[src/shared/cfg_life_pkg.sv]
// Shared constants and types for the serial configuration lifephase sequencer
package cfg_life_pkg;

	// Lifephases
	typedef enum logic [2:0] {
		PH_POWER_ON,
		PH_MANUAL_RESET,
		PH_MODE_SAMPLING,
		PH_IDLE,
		PH_DOWNLOAD,
		PH_RUN
	} phase_t;

	// Timing, in nanoseconds, and the derived counts at 250 MHz
	localparam int CLK_PERIOD_NS     = 4;
	localparam int CLEAR_CYCLE_NS    = 2000000;
	localparam int ERR_LOW_NS        = 1000;
	localparam int CLEAR_CYCLES      = CLEAR_CYCLE_NS / CLK_PERIOD_NS;
	localparam int ERR_LOW_CYCLES    = (ERR_LOW_NS + CLK_PERIOD_NS - 1) / CLK_PERIOD_NS;

	// Handshake low periods seen before the device takes over the line
	localparam int START_LOW_PERIODS = 3;
	// Serial clock periods between postamble match and run
	localparam int RUN_DELAY_PERIODS = 4;

	// Stream framing
	localparam logic [7:0] PREAMBLE  = 8'hb7;
	localparam logic [7:0] POSTAMBLE = 8'he7;
	localparam logic [2:0] MODE_AUTO = 3'h0;

	// Pin group: each open-drain pin as output level and active-low enable
	typedef struct packed {
		logic handshake_o;
		logic handshake_oe_n;
		logic error_flag_o;
		logic error_flag_oe_n;
	} cfg_pins_t;

	// Stream events from the frame checker
	typedef struct packed {
		logic preamble_bad;
		logic postamble_bad;
		logic postamble_ok;
		logic checksum_bad;
	} stream_evt_t;

endpackage : cfg_life_pkg

[src/rtl/cfg_lifephase.sv]
// Lifephase sequencer for slave serial configuration download
`timescale 1ns/100ps

// Overview of operation
// - In run, a low handshake line from the master starts download at once.
// - In run the handshake is released high; config pins stay user I/O.
// - Download samples serial data on every rising serial clock edge until a framing mismatch.
// - After three serial periods of handshake low, device drives it low itself.
// - During download the error flag is pulled up and signals errors.
// - Reset, sampling and download drive low-config low and high-config high.
// - A few serial clocks after postamble, enter run and release all pins.
// - Outside power-on, manual reset forces the manual reset phase at once.
// - Power-on reset ignores the manual reset input entirely.
// - Power-on keeps error flag pulled up until clear end, then low 1 us.
// - Each reset phase ends on error flag rising edge; mode sampling follows.
// - Mode sampling reads three mode pins; mode 0 starts automatic download.
// - During mode sampling serial data shows the memory's first bit.
// - Reset phases and mode sampling drive the handshake line low.
// - Idle starts once handshake and error flag are released; handshake high.
// - Manual reset runs a 2 ms clear cycle, held even for short pulses.
// - In manual reset the error flag is low until the reset pin releases.
// - Mode pins are ignored after mode sampling completes.
// - Framing mismatch pulses error flag low one serial period, then aborts.
// - Checksum mismatch drives error flag low but download still reaches run.
module cfg_lifephase
	import cfg_life_pkg::*;
#(
	parameter int CLEAR_COUNT = CLEAR_CYCLES
) (
	// Clock and power-on reset
	input  wire logic                   sys_clk,
	input  wire logic                   rst,
	// Configuration pins
	input  wire logic                   config_serial_clock,
	input  wire logic                   config_serial_data_in,
	input  wire logic                   config_start_handshake_in,
	input  wire logic                   error_flag_pin_in,
	input  wire logic                   manual_reset_n,
	input  wire logic                   mode_pin_bit0,
	input  wire logic                   mode_pin_bit1,
	input  wire logic                   mode_pin_bit2,
	output cfg_life_pkg::cfg_pins_t     pins,
	output logic                        low_during_config_out,
	output logic                        high_during_config_out,
	// Stream towards the frame decoder
	input  wire cfg_life_pkg::stream_evt_t evt,
	output logic                        bit_valid,
	output logic                        bit_data,
	output logic                        user_io_enable,
	output cfg_life_pkg::phase_t        phase
);
	import cfg_life_pkg::*;

	localparam int CNT_W = $clog2(CLEAR_COUNT + 1);

	////////////////////////////////////////////////////////////////////////////
	// Synchronisers, two flops each; first stage read only by second
	logic [4:0] sync1_r;
	logic [4:0] sync2_r;
	logic       sclk_d_r;
	always_ff @(posedge sys_clk) begin
		sync1_r <= {config_serial_clock, config_serial_data_in, config_start_handshake_in,
			error_flag_pin_in, manual_reset_n};
		sync2_r <= sync1_r;
		sclk_d_r <= sync2_r[4];
	end
	logic sclk_s, data_s, hs_s, err_s, mrst_s;
	logic sclk_rise;
	logic [2:0] mode_s1_r, mode_s2_r;
	always_ff @(posedge sys_clk) begin
		mode_s1_r <= {mode_pin_bit2, mode_pin_bit1, mode_pin_bit0};
		mode_s2_r <= mode_s1_r;
	end
	assign sclk_s    = sync2_r[4];
	assign data_s    = sync2_r[3];
	assign hs_s      = sync2_r[2];
	assign err_s     = sync2_r[1];
	assign mrst_s    = ~sync2_r[0];
	assign sclk_rise = sclk_s & ~sclk_d_r;

	////////////////////////////////////////////////////////////////////////////
	// Error flag pin rising edge marks reset end
	logic err_d_r;
	always_ff @(posedge sys_clk) begin
		err_d_r <= err_s;
	end

	////////////////////////////////////////////////////////////////////////////
	// Clear cycle and 1 us low pulse timers
	logic [CNT_W-1:0] clear_cnt_r;
	logic             clear_end;
	logic [15:0]      errlow_cnt_r;
	logic             errlow_busy_r;
	logic             errlow_done_r;
	phase_t           phase_r, phase_nxt;

	assign clear_end = (clear_cnt_r == CNT_W'(CLEAR_COUNT));

	always_ff @(posedge sys_clk) begin
		if (rst)
			clear_cnt_r <= '0;
		else if (phase_r == PH_POWER_ON || phase_r == PH_MANUAL_RESET) begin
			if (phase_r != PH_POWER_ON && mrst_s && phase_nxt == PH_MANUAL_RESET
				&& phase_r != PH_MANUAL_RESET)
				clear_cnt_r <= '0;
			else if (!clear_end)
				clear_cnt_r <= clear_cnt_r + CNT_W'(1);
		end else
			clear_cnt_r <= '0;
	end

	// Single pulse per power-on; a retrigger would mask the rising edge forever
	always_ff @(posedge sys_clk) begin
		if (rst || phase_r != PH_POWER_ON) begin
			errlow_cnt_r  <= '0;
			errlow_busy_r <= 1'b0;
			errlow_done_r <= 1'b0;
		end else if (clear_end && !errlow_busy_r && !errlow_done_r) begin
			errlow_busy_r <= 1'b1;
			errlow_cnt_r  <= 16'(ERR_LOW_CYCLES);
		end else if (errlow_busy_r) begin
			errlow_cnt_r  <= errlow_cnt_r - 16'h0001;
			errlow_busy_r <= (errlow_cnt_r != 16'h0001);
			errlow_done_r <= (errlow_cnt_r == 16'h0001);
		end
	end

	////////////////////////////////////////////////////////////////////////////
	// Download bookkeeping, counted in serial clock edges
	logic [1:0] hs_low_cnt_r;
	logic       hs_drive_r;
	logic [2:0] run_cnt_r;
	logic       post_seen_r;
	logic       abort_r;
	logic       abort_pulse_r;
	logic       chk_bad_r;

	always_ff @(posedge sys_clk) begin
		if (rst || phase_r != PH_DOWNLOAD) begin
			hs_low_cnt_r <= '0;
			hs_drive_r   <= 1'b0;
		end else if (sclk_rise && !hs_drive_r) begin
			if (!hs_s && hs_low_cnt_r == 2'(START_LOW_PERIODS - 1))
				hs_drive_r <= 1'b1;
			hs_low_cnt_r <= hs_s ? 2'h0 : hs_low_cnt_r + 2'h1;
		end
	end

	always_ff @(posedge sys_clk) begin
		if (rst || phase_r != PH_DOWNLOAD) begin
			post_seen_r   <= 1'b0;
			run_cnt_r     <= '0;
			abort_r       <= 1'b0;
			abort_pulse_r <= 1'b0;
			chk_bad_r     <= 1'b0;
		end else begin
			if (evt.checksum_bad)
				chk_bad_r <= 1'b1;
			if ((evt.preamble_bad || evt.postamble_bad) && !abort_pulse_r)
				abort_pulse_r <= 1'b1;
			else if (abort_pulse_r && sclk_rise)
				abort_r <= 1'b1;
			if (evt.postamble_ok)
				post_seen_r <= 1'b1;
			if (post_seen_r && sclk_rise && run_cnt_r != 3'(RUN_DELAY_PERIODS))
				run_cnt_r <= run_cnt_r + 3'h1;
		end
	end

	////////////////////////////////////////////////////////////////////////////
	// Lifephase state machine
	logic err_rose_r;
	logic hs_armed_r;

	// Short manual pulse: flag may rise long before clear end, so remember it
	always_ff @(posedge sys_clk) begin
		if (rst || phase_r != PH_MANUAL_RESET || mrst_s)
			err_rose_r <= 1'b0;
		else if (err_s && !err_d_r)
			err_rose_r <= 1'b1;
	end

	// Our own low drive lingers in the synchroniser; wait for a high first
	always_ff @(posedge sys_clk) begin
		if (rst || (phase_r != PH_IDLE && phase_r != PH_RUN))
			hs_armed_r <= 1'b0;
		else if (hs_s)
			hs_armed_r <= 1'b1;
	end

	always_comb begin
		phase_nxt = phase_r;
		case (phase_r)
			PH_POWER_ON: begin
				if (err_s && !err_d_r && errlow_done_r)
					phase_nxt = PH_MODE_SAMPLING;
			end
			PH_MANUAL_RESET: begin
				if (clear_end && !mrst_s && (err_rose_r || (err_s && !err_d_r)))
					phase_nxt = PH_MODE_SAMPLING;
			end
			PH_MODE_SAMPLING: begin
				phase_nxt = (mode_s2_r == MODE_AUTO) ? PH_DOWNLOAD : PH_IDLE;
			end
			PH_IDLE: begin
				if (!hs_s && hs_armed_r)
					phase_nxt = PH_DOWNLOAD;
			end
			PH_DOWNLOAD: begin
				if (abort_r)
					phase_nxt = PH_IDLE;
				else if (run_cnt_r == 3'(RUN_DELAY_PERIODS))
					phase_nxt = PH_RUN;
			end
			PH_RUN: begin
				if (!hs_s && hs_armed_r)
					phase_nxt = PH_DOWNLOAD;
			end
			default: phase_nxt = PH_POWER_ON;
		endcase
		if (phase_r != PH_POWER_ON && mrst_s)
			phase_nxt = PH_MANUAL_RESET;
	end

	always_ff @(posedge sys_clk) begin
		if (rst)
			phase_r <= PH_POWER_ON;
		else
			phase_r <= phase_nxt;
	end

	////////////////////////////////////////////////////////////////////////////
	// Pin drivers, all registered
	logic in_cfg;
	assign in_cfg = (phase_nxt == PH_POWER_ON) || (phase_nxt == PH_MANUAL_RESET)
		|| (phase_nxt == PH_MODE_SAMPLING) || (phase_nxt == PH_DOWNLOAD);

	always_ff @(posedge sys_clk) begin
		if (rst) begin
			pins                   <= '{1'b0, 1'b0, 1'b0, 1'b1};
			low_during_config_out  <= 1'b0;
			high_during_config_out <= 1'b1;
			user_io_enable         <= 1'b0;
			phase                  <= PH_POWER_ON;
		end else begin
			phase                  <= phase_nxt;
			low_during_config_out  <= ~in_cfg;
			high_during_config_out <= in_cfg;
			user_io_enable         <= (phase_nxt == PH_RUN) || (phase_nxt == PH_IDLE);
			pins.handshake_o       <= 1'b0;
			// Handshake low in resets and sampling, or once taken over
			pins.handshake_oe_n    <= !((phase_nxt == PH_POWER_ON)
				|| (phase_nxt == PH_MANUAL_RESET) || (phase_nxt == PH_MODE_SAMPLING)
				|| (phase_nxt == PH_DOWNLOAD && hs_drive_r && !abort_r));
			pins.error_flag_o      <= 1'b0;
			// Released means pulled up by the pad; low only when enabled
			pins.error_flag_oe_n   <= !((phase_nxt == PH_POWER_ON && errlow_busy_r)
				|| (phase_nxt == PH_MANUAL_RESET && mrst_s)
				|| (phase_nxt == PH_DOWNLOAD && (chk_bad_r || (abort_pulse_r && !abort_r))));
		end
	end

	// Serial bit stream to the frame decoder
	always_ff @(posedge sys_clk) begin
		if (rst) begin
			bit_valid <= 1'b0;
			bit_data  <= 1'b0;
		end else begin
			bit_valid <= (phase_r == PH_DOWNLOAD) && sclk_rise && !abort_pulse_r;
			bit_data  <= data_s;
		end
	end

	////////////////////////////////////////////////////////////////////////////
	// Checks
	phase_t phase_prev_r;
	always_ff @(posedge sys_clk) phase_prev_r <= phase_r;

	manual_force_a: assert property (@(posedge sys_clk) disable iff (rst)
		(phase_r != PH_POWER_ON && mrst_s) |=> phase_r == PH_MANUAL_RESET)
		else $error("manual reset not taken");
	power_on_ignore_a: assert property (@(posedge sys_clk) disable iff (rst)
		(phase_r == PH_POWER_ON && !clear_end) |=> phase_r == PH_POWER_ON)
		else $error("power-on left early");
	run_exit_a: assert property (@(posedge sys_clk) disable iff (rst)
		(phase_r == PH_RUN && hs_armed_r && !hs_s && !mrst_s) |=> phase_r == PH_DOWNLOAD)
		else $error("run not left on handshake low");
	config_levels_a: assert property (@(posedge sys_clk) disable iff (rst)
		(phase_r == PH_DOWNLOAD && $past(phase_r) == PH_DOWNLOAD)
		|-> (!low_during_config_out && high_during_config_out))
		else $error("config level pins wrong");
	sampling_drive_a: assert property (@(posedge sys_clk) disable iff (rst)
		(phase_r == PH_MODE_SAMPLING) |-> !pins.handshake_oe_n)
		else $error("handshake not driven low");
	mode_route_a: assert property (@(posedge sys_clk) disable iff (rst)
		(phase_r == PH_MODE_SAMPLING && mode_s2_r != MODE_AUTO && !mrst_s)
		|=> phase_r == PH_IDLE)
		else $error("non-auto mode did not idle");
	run_release_a: assert property (@(posedge sys_clk) disable iff (rst)
		(phase_r == PH_RUN && $past(phase_r) == PH_RUN)
		|-> (pins.handshake_oe_n && pins.error_flag_oe_n && user_io_enable))
		else $error("run did not release pins");
	takeover_a: assert property (@(posedge sys_clk) disable iff (rst)
		$rose(hs_drive_r) |-> hs_low_cnt_r == 2'(START_LOW_PERIODS))
		else $error("takeover before three periods");
	manual_err_a: assert property (@(posedge sys_clk) disable iff (rst)
		(phase_r == PH_MANUAL_RESET && mrst_s) ##1 (phase_r == PH_MANUAL_RESET)
		|-> !pins.error_flag_oe_n)
		else $error("error flag not low in manual reset");
	manual_hold_a: assert property (@(posedge sys_clk) disable iff (rst)
		(phase_r == PH_MANUAL_RESET && !clear_end) |=> phase_r == PH_MANUAL_RESET)
		else $error("manual reset left before clear end");

	cover_auto_run_c:  cover property (@(posedge sys_clk) phase_prev_r == PH_DOWNLOAD
		&& phase_r == PH_RUN);
	cover_abort_c:     cover property (@(posedge sys_clk) abort_r);
	cover_manual_c:    cover property (@(posedge sys_clk) phase_r == PH_MANUAL_RESET);
	cover_rerun_c:     cover property (@(posedge sys_clk) phase_prev_r == PH_RUN
		&& phase_r == PH_DOWNLOAD);

endmodule : cfg_lifephase

[config.mk]
export PLATFORM = sky130hd
export DESIGN_NAME = cfg_lifephase
export DESIGN_NICKNAME = d
export VERILOG_FILES = /design/src/shared/cfg_life_pkg.sv /design/src/rtl/cfg_lifephase.sv
export SDC_FILE = /design/constraint.sdc
export NUM_CORES = 1
export LEC_CHECK = 0
export CAP_MARGIN = 40
export CORE_AREA = 2 2 60 104
export DETAILED_ROUTE_END_ITERATION = 16
export DIE_AREA = 0 0 62 106
export DONT_BUFFER_PORTS = 1
export GPL_ROUTABILITY_DRIVEN = 0
export HOLD_SLACK_MARGIN = 0.02
export PLACE_DENSITY = 0.79
export SETUP_SLACK_MARGIN = 0.05
export SLEW_MARGIN = 25
export SYNTH_ARGS = -nofsm -noshare
export SYNTH_HDL_FRONTEND = slang
export SYNTH_SLANG_ARGS = --single-unit
[constraint.sdc]
create_clock -name sys_clk -period 4.6 [get_ports sys_clk]
set_input_delay 1.38 -clock sys_clk [delete_from_list [all_inputs] [get_ports sys_clk]]
set_output_delay 1.38 -clock sys_clk [all_outputs]
set_load 0.01 [all_outputs]
==> run_summary.xml <==
<?xml version="1.0" encoding="UTF-8"?>
<metrics>
  <group name="sta">
    <metric name="final.min_clock_period" unit="ps">2350</metric>
    <metric name="fin_crit_sh" unit="">0.510</metric>
    <metric name="final_max_slew_viol_count" unit="">0</metric>
    <metric name="finalClockSkew" unit="ps">6.06</metric>
    <metric name="unrepaired_setup_endpoints_after_global_routing" unit="">no</metric>
    <metric name="final-hold-violation-count" unit="">0</metric>
    <metric name="slew-limit-headroom" unit="">0.570</metric>
    <metric name="hold_slack" unit="ps">331</metric>
    <metric name="setup_viol_count_final" unit="">0</metric>
    <metric name="totalNegativeSetupSlack" unit="ps">0</metric>
    <metric name="final_setup_margin" unit="ps">2250</metric>
    <metric name="worst_max_slew_pin_slew" unit="ps">639</metric>
    <metric name="max_freq" unit="MHz">426</metric>
  </group>
  <group name="routing">
    <metric name="initialDrtViolationCount" unit="">99</metric>
    <metric name="drt-vias-per-instance" unit="">5.42</metric>
    <metric name="dr.pass1.iters" unit="">4</metric>
    <metric name="detailroute.via_count" unit="">2206</metric>
    <metric name="drcViolationCount" unit="">0</metric>
    <metric name="postRouteWirelength" unit="mm">5.36</metric>
    <metric name="detail_route.wl_per_cell" unit="um">13.2</metric>
    <metric name="drtAntennaViolNets" unit="">0</metric>
  </group>
  <group name="floorplanning">
    <metric name="floorplan.rows" unit="">37</metric>
    <metric name="io_pins" unit="">26</metric>
    <metric name="initial_utilization" unit="">0.523</metric>
    <metric name="die_w" unit="um">62</metric>
    <metric name="design.core.area" unit="um^2">5790</metric>
    <metric name="dieArea" unit="um^2">6570</metric>
    <metric name="chipHeight" unit="um">106</metric>
  </group>
  <group name="setup_path">
    <metric name="crit_path_max_fanout" unit="">6</metric>
    <metric name="timing.rr.start" unit="">clear_cnt_r[7]</metric>
    <metric name="critPathCaptureType" unit="">flop</metric>
    <metric name="worst-r2r-cell-count" unit="">5</metric>
    <metric name="critical_path_required" unit="ps">4800</metric>
    <metric name="critPathKind" unit="">flop to flop</metric>
    <metric name="worst_setup_path_start_kind" unit="">flop</metric>
    <metric name="timing.rr.end" unit="">pins[0]</metric>
    <metric name="r2r_slack" unit="ps">2250</metric>
    <metric name="critical_path_arrival" unit="ps">2550</metric>
  </group>
  <group name="grt">
    <metric name="globalRoute.totalOverflow" unit="">0</metric>
    <metric name="first_pass_grt_wire_length" unit="mm">9.11</metric>
    <metric name="first_global_vias" unit="">2170</metric>
    <metric name="gr-usage-all-layers" unit="">0.186</metric>
    <metric name="grt_antenna_before_repair" unit="">0</metric>
    <metric name="grt_max_degree" unit="">20</metric>
  </group>
  <group name="hold_path">
    <metric name="worstHoldPathType" unit="">flop to flop</metric>
    <metric name="depth_of_the_worst_hold_timing_path" unit="">0</metric>
    <metric name="whs_endpoint" unit="">sync2_r[1]</metric>
    <metric name="worstHoldStart" unit="">sync1_r[1]</metric>
  </group>
  <group name="synth">
    <metric name="synth-edff-count" unit="">0</metric>
    <metric name="synth_area" unit="um^2">3030</metric>
    <metric name="dominant_combinational_cell_family_by_area_after_synthesis" unit="">simple AND/OR/NAND/NOR gates</metric>
    <metric name="post_synthesis_average_cell_area" unit="um^2">9.31</metric>
    <metric name="muxShareOfSynthArea" unit="">0.00993</metric>
    <metric name="share_of_synthesized_cell_area_in_full_adder_half_adder_and_majority_cells" unit="">0.0289</metric>
    <metric name="yosys_reg_bits" unit="">77</metric>
    <metric name="xor_xnor_share_of_the_synthesized_area" unit="">0.0811</metric>
    <metric name="yosys.area_share.simple" unit="">0.231</metric>
    <metric name="synth_compound_gate_area_share" unit="">0.0931</metric>
    <metric name="synth.lib_cells_used.distinct" unit="">49</metric>
    <metric name="synthFlopType" unit="">sky130_fd_sc_hd__dfxtp_1</metric>
    <metric name="share_of_synthesized_flip_flops_with_an_asynchronous_set_or_reset" unit="">0</metric>
    <metric name="synth-warning-count" unit="">0</metric>
    <metric name="netlist_instances" unit="">325</metric>
    <metric name="yosysSeqAreaShare" unit="">0.510</metric>
  </group>
  <group name="flow_run">
    <metric name="maxCapViolCount" unit="">0</metric>
  </group>
  <group name="finish">
    <metric name="insertedDiodeCount" unit="">0</metric>
    <metric name="finalCoreUtilization" unit="">0.555</metric>
    <metric name="finish.net_count" unit="">346</metric>
    <metric name="fillCellCount" unit="">521</metric>
    <metric name="post_route_cells_drive_above_1_share" unit="">0.0821</metric>
    <metric name="area_growth_syn_to_layout" unit="%">6.24</metric>
  </group>
  <group name="clocking">
    <metric name="clk_path_buf_depth" unit="">2</metric>
    <metric name="cts.root.buffer_cell" unit="">sky130_fd_sc_hd__clkbuf_8</metric>
    <metric name="cts_tree" unit="">done</metric>
    <metric name="worstSkewPairLatency" unit="ps">350</metric>
    <metric name="numClockSinks" unit="">77</metric>
    <metric name="cts.repair_timing.setup_buffer_count" unit="">0</metric>
    <metric name="cts_made_buffers" unit="">9</metric>
    <metric name="post_cts_hold_buffer_count" unit="">0</metric>
    <metric name="clk_pin_slew" unit="ps">80</metric>
    <metric name="htreeDepth" unit="">3</metric>
    <metric name="cts_repair_resize_count" unit="">0</metric>
  </group>
  <group name="power_and_ir_drop">
    <metric name="ir_drop" unit="mV">0.276</metric>
    <metric name="power.leakage" unit="nW">1.14</metric>
    <metric name="power_per_cell_area" unit="nW/um^2">353</metric>
    <metric name="design_power_total" unit="W">0.00113</metric>
  </group>
  <group name="placed_design">
    <metric name="numPortBuffers" unit="">0</metric>
    <metric name="post-place-ws" unit="ps">2300</metric>
    <metric name="dpl_hpwl" unit="mm">3.85</metric>
  </group>
  <group name="run_status">
    <metric name="status" unit="">finished, final reports clean</metric>
  </group>
</metrics>
-- logic make-up after synthesis --
family / count (synthesis)
AO/OA/AOI/OAI: 46
XOR/XNOR: 28
adder cells (fa/ha/maj): 7
buffers and inverters: 28
flip-flops: 77
multiplexers: 3
other: 1
AND/OR/NAND/NOR: 135
-- power breakdown --
part	leakage [nW]	internal, W	switching [W]
sequential	0.628	0.000677	0.00000578
combinational	0.430	0.00000701	0.0000123
clock	0.0852	0.000192	0.000239
total	1.14	0.000876	0.000257
-- worst max-delay path: stages, from the launching register on --
cell and delay, ps:
sky130_fd_sc_hd__dfxtp_1 360, sky130_fd_sc_hd__or4b_1 520, sky130_fd_sc_hd__or4_4 450, sky130_fd_sc_hd__o21ai_0 420, sky130_fd_sc_hd__and2_1 310, sky130_fd_sc_hd__a41oi_1 140
-- metrics by stage --
step | std cells | cell area, um^2
floorplan | 326 | 3030
global placement | 392 | 3050
detailed placement | 392 | 3050
CTS | 407 | 3210
global route | 407 | 3210
finish | 407 | 3210
-- cell usage in the layout, fill, tap and decap left out, types with 2 or more instances in the layout --
| cell type | count |
|---|---|
| sky130_fd_sc_hd__dfxtp_1 | 77 |
| sky130_fd_sc_hd__nor2_1 | 51 |
| sky130_fd_sc_hd__a21oi_1 | 18 |
| sky130_fd_sc_hd__nand2_1 | 17 |
| sky130_fd_sc_hd__inv_1 | 16 |
| sky130_fd_sc_hd__xnor2_1 | 14 |
| sky130_fd_sc_hd__xor2_1 | 14 |
| sky130_fd_sc_hd__o21ai_0 | 9 |
| sky130_fd_sc_hd__clkbuf_8 | 9 |
| sky130_fd_sc_hd__nand3_1 | 8 |
| sky130_fd_sc_hd__nand4_1 | 8 |
| sky130_fd_sc_hd__or3_1 | 8 |
| sky130_fd_sc_hd__nor3_1 | 7 |
| sky130_fd_sc_hd__ha_1 | 7 |
| sky130_fd_sc_hd__nor2b_1 | 5 |
| sky130_fd_sc_hd__nor4_1 | 5 |
| sky130_fd_sc_hd__nand2b_1 | 4 |
| sky130_fd_sc_hd__mux2i_1 | 3 |
| sky130_fd_sc_hd__or4_1 | 3 |
| sky130_fd_sc_hd__o22ai_1 | 3 |
| sky130_fd_sc_hd__or2_2 | 3 |
| sky130_fd_sc_hd__a31oi_1 | 3 |
| sky130_fd_sc_hd__nor2_2 | 3 |
| sky130_fd_sc_hd__clkinv_2 | 3 |
| sky130_fd_sc_hd__o32ai_1 | 2 |
| sky130_fd_sc_hd__or4_4 | 2 |
| sky130_fd_sc_hd__nor4b_1 | 2 |
| sky130_fd_sc_hd__or3b_2 | 2 |
| sky130_fd_sc_hd__conb_1 | 2 |
-- synth_stat cells (2+ instances only) --
cell type,instances,share of area
sky130_fd_sc_hd__nand2_1,17,0.021
sky130_fd_sc_hd__o32ai_1,2,0.0058
sky130_fd_sc_hd__buf_4,2,0.0050
sky130_fd_sc_hd__or4_1,3,0.0074
sky130_fd_sc_hd__or2_2,3,0.0062
sky130_fd_sc_hd__or3b_2,2,0.0058
sky130_fd_sc_hd__nand3_1,8,0.013
sky130_fd_sc_hd__nand2b_1,4,0.0083
sky130_fd_sc_hd__nand4_1,8,0.017
sky130_fd_sc_hd__nor2_1,51,0.063
sky130_fd_sc_hd__ha_1,7,0.029
sky130_fd_sc_hd__inv_1,16,0.020
sky130_fd_sc_hd__a21oi_1,18,0.030
sky130_fd_sc_hd__nor2b_1,5,0.010
sky130_fd_sc_hd__or4_4,2,0.0074
sky130_fd_sc_hd__a31oi_1,3,0.0062
sky130_fd_sc_hd__nor4b_1,2,0.0058
sky130_fd_sc_hd__clkbuf_1,8,0.0099
sky130_fd_sc_hd__xor2_1,14,0.041
sky130_fd_sc_hd__nor2_2,3,0.0062
sky130_fd_sc_hd__o21ai_0,9,0.015
sky130_fd_sc_hd__dfxtp_1,77,0.51
sky130_fd_sc_hd__xnor2_1,14,0.041
sky130_fd_sc_hd__nor4_1,5,0.010
sky130_fd_sc_hd__or3_1,8,0.017
sky130_fd_sc_hd__nor3_1,7,0.012
sky130_fd_sc_hd__o22ai_1,3,0.0062
sky130_fd_sc_hd__mux2i_1,3,0.0099
-- layout make-up --
| class | count | area [um^2] | share of cell area |
|---|---|---|---|
| Sequential cell | 77 | 1540 | 0.480 |
| Multi-Input combinational cell | 221 | 1350 | 0.420 |
| Clock buffer | 9 | 124 | 0.0385 |
| Tap cell | 78 | 97.6 | 0.0304 |
| Clock inverter | 6 | 40.0 | 0.0125 |
| Inverter | 16 | 60.1 | 0.0187 |
-- worst max path at each step --
stage,startpoint,endpoint,slack (ps),cells past startpoint
final,clear_cnt_r[7],pins[0],2250,5
after global routing,clear_cnt_r[7],pins[2],2190,5
after CTS,phase[2],phase[2],2240,0
after detailed placement,rst,clear_cnt_r[5],2300,2
after global placement,rst,clear_cnt_r[16],2350,2
after floorplan,rst,high_during_config_out,2300,3
-- routing by layer --
metal  track usage  wire length, um
met2         0.292             2740
met4         0.138              297
met3        0.0620              260
met5             0                0
met1         0.196             2060
-- registers in the layout, summed over array words and instances, names as in the netlist, 2 cells and up --
name / count
clear_cnt_r: 19
sync1_r: 5
pins: 2
run_cnt_r: 3
phase: 3
errlow_cnt_r: 16
hs_low_cnt_r: 2
sync2_r: 5
mode_s2_r: 3
mode_s1_r: 3
No activity file was read; power rests on OpenSTA's default activity.
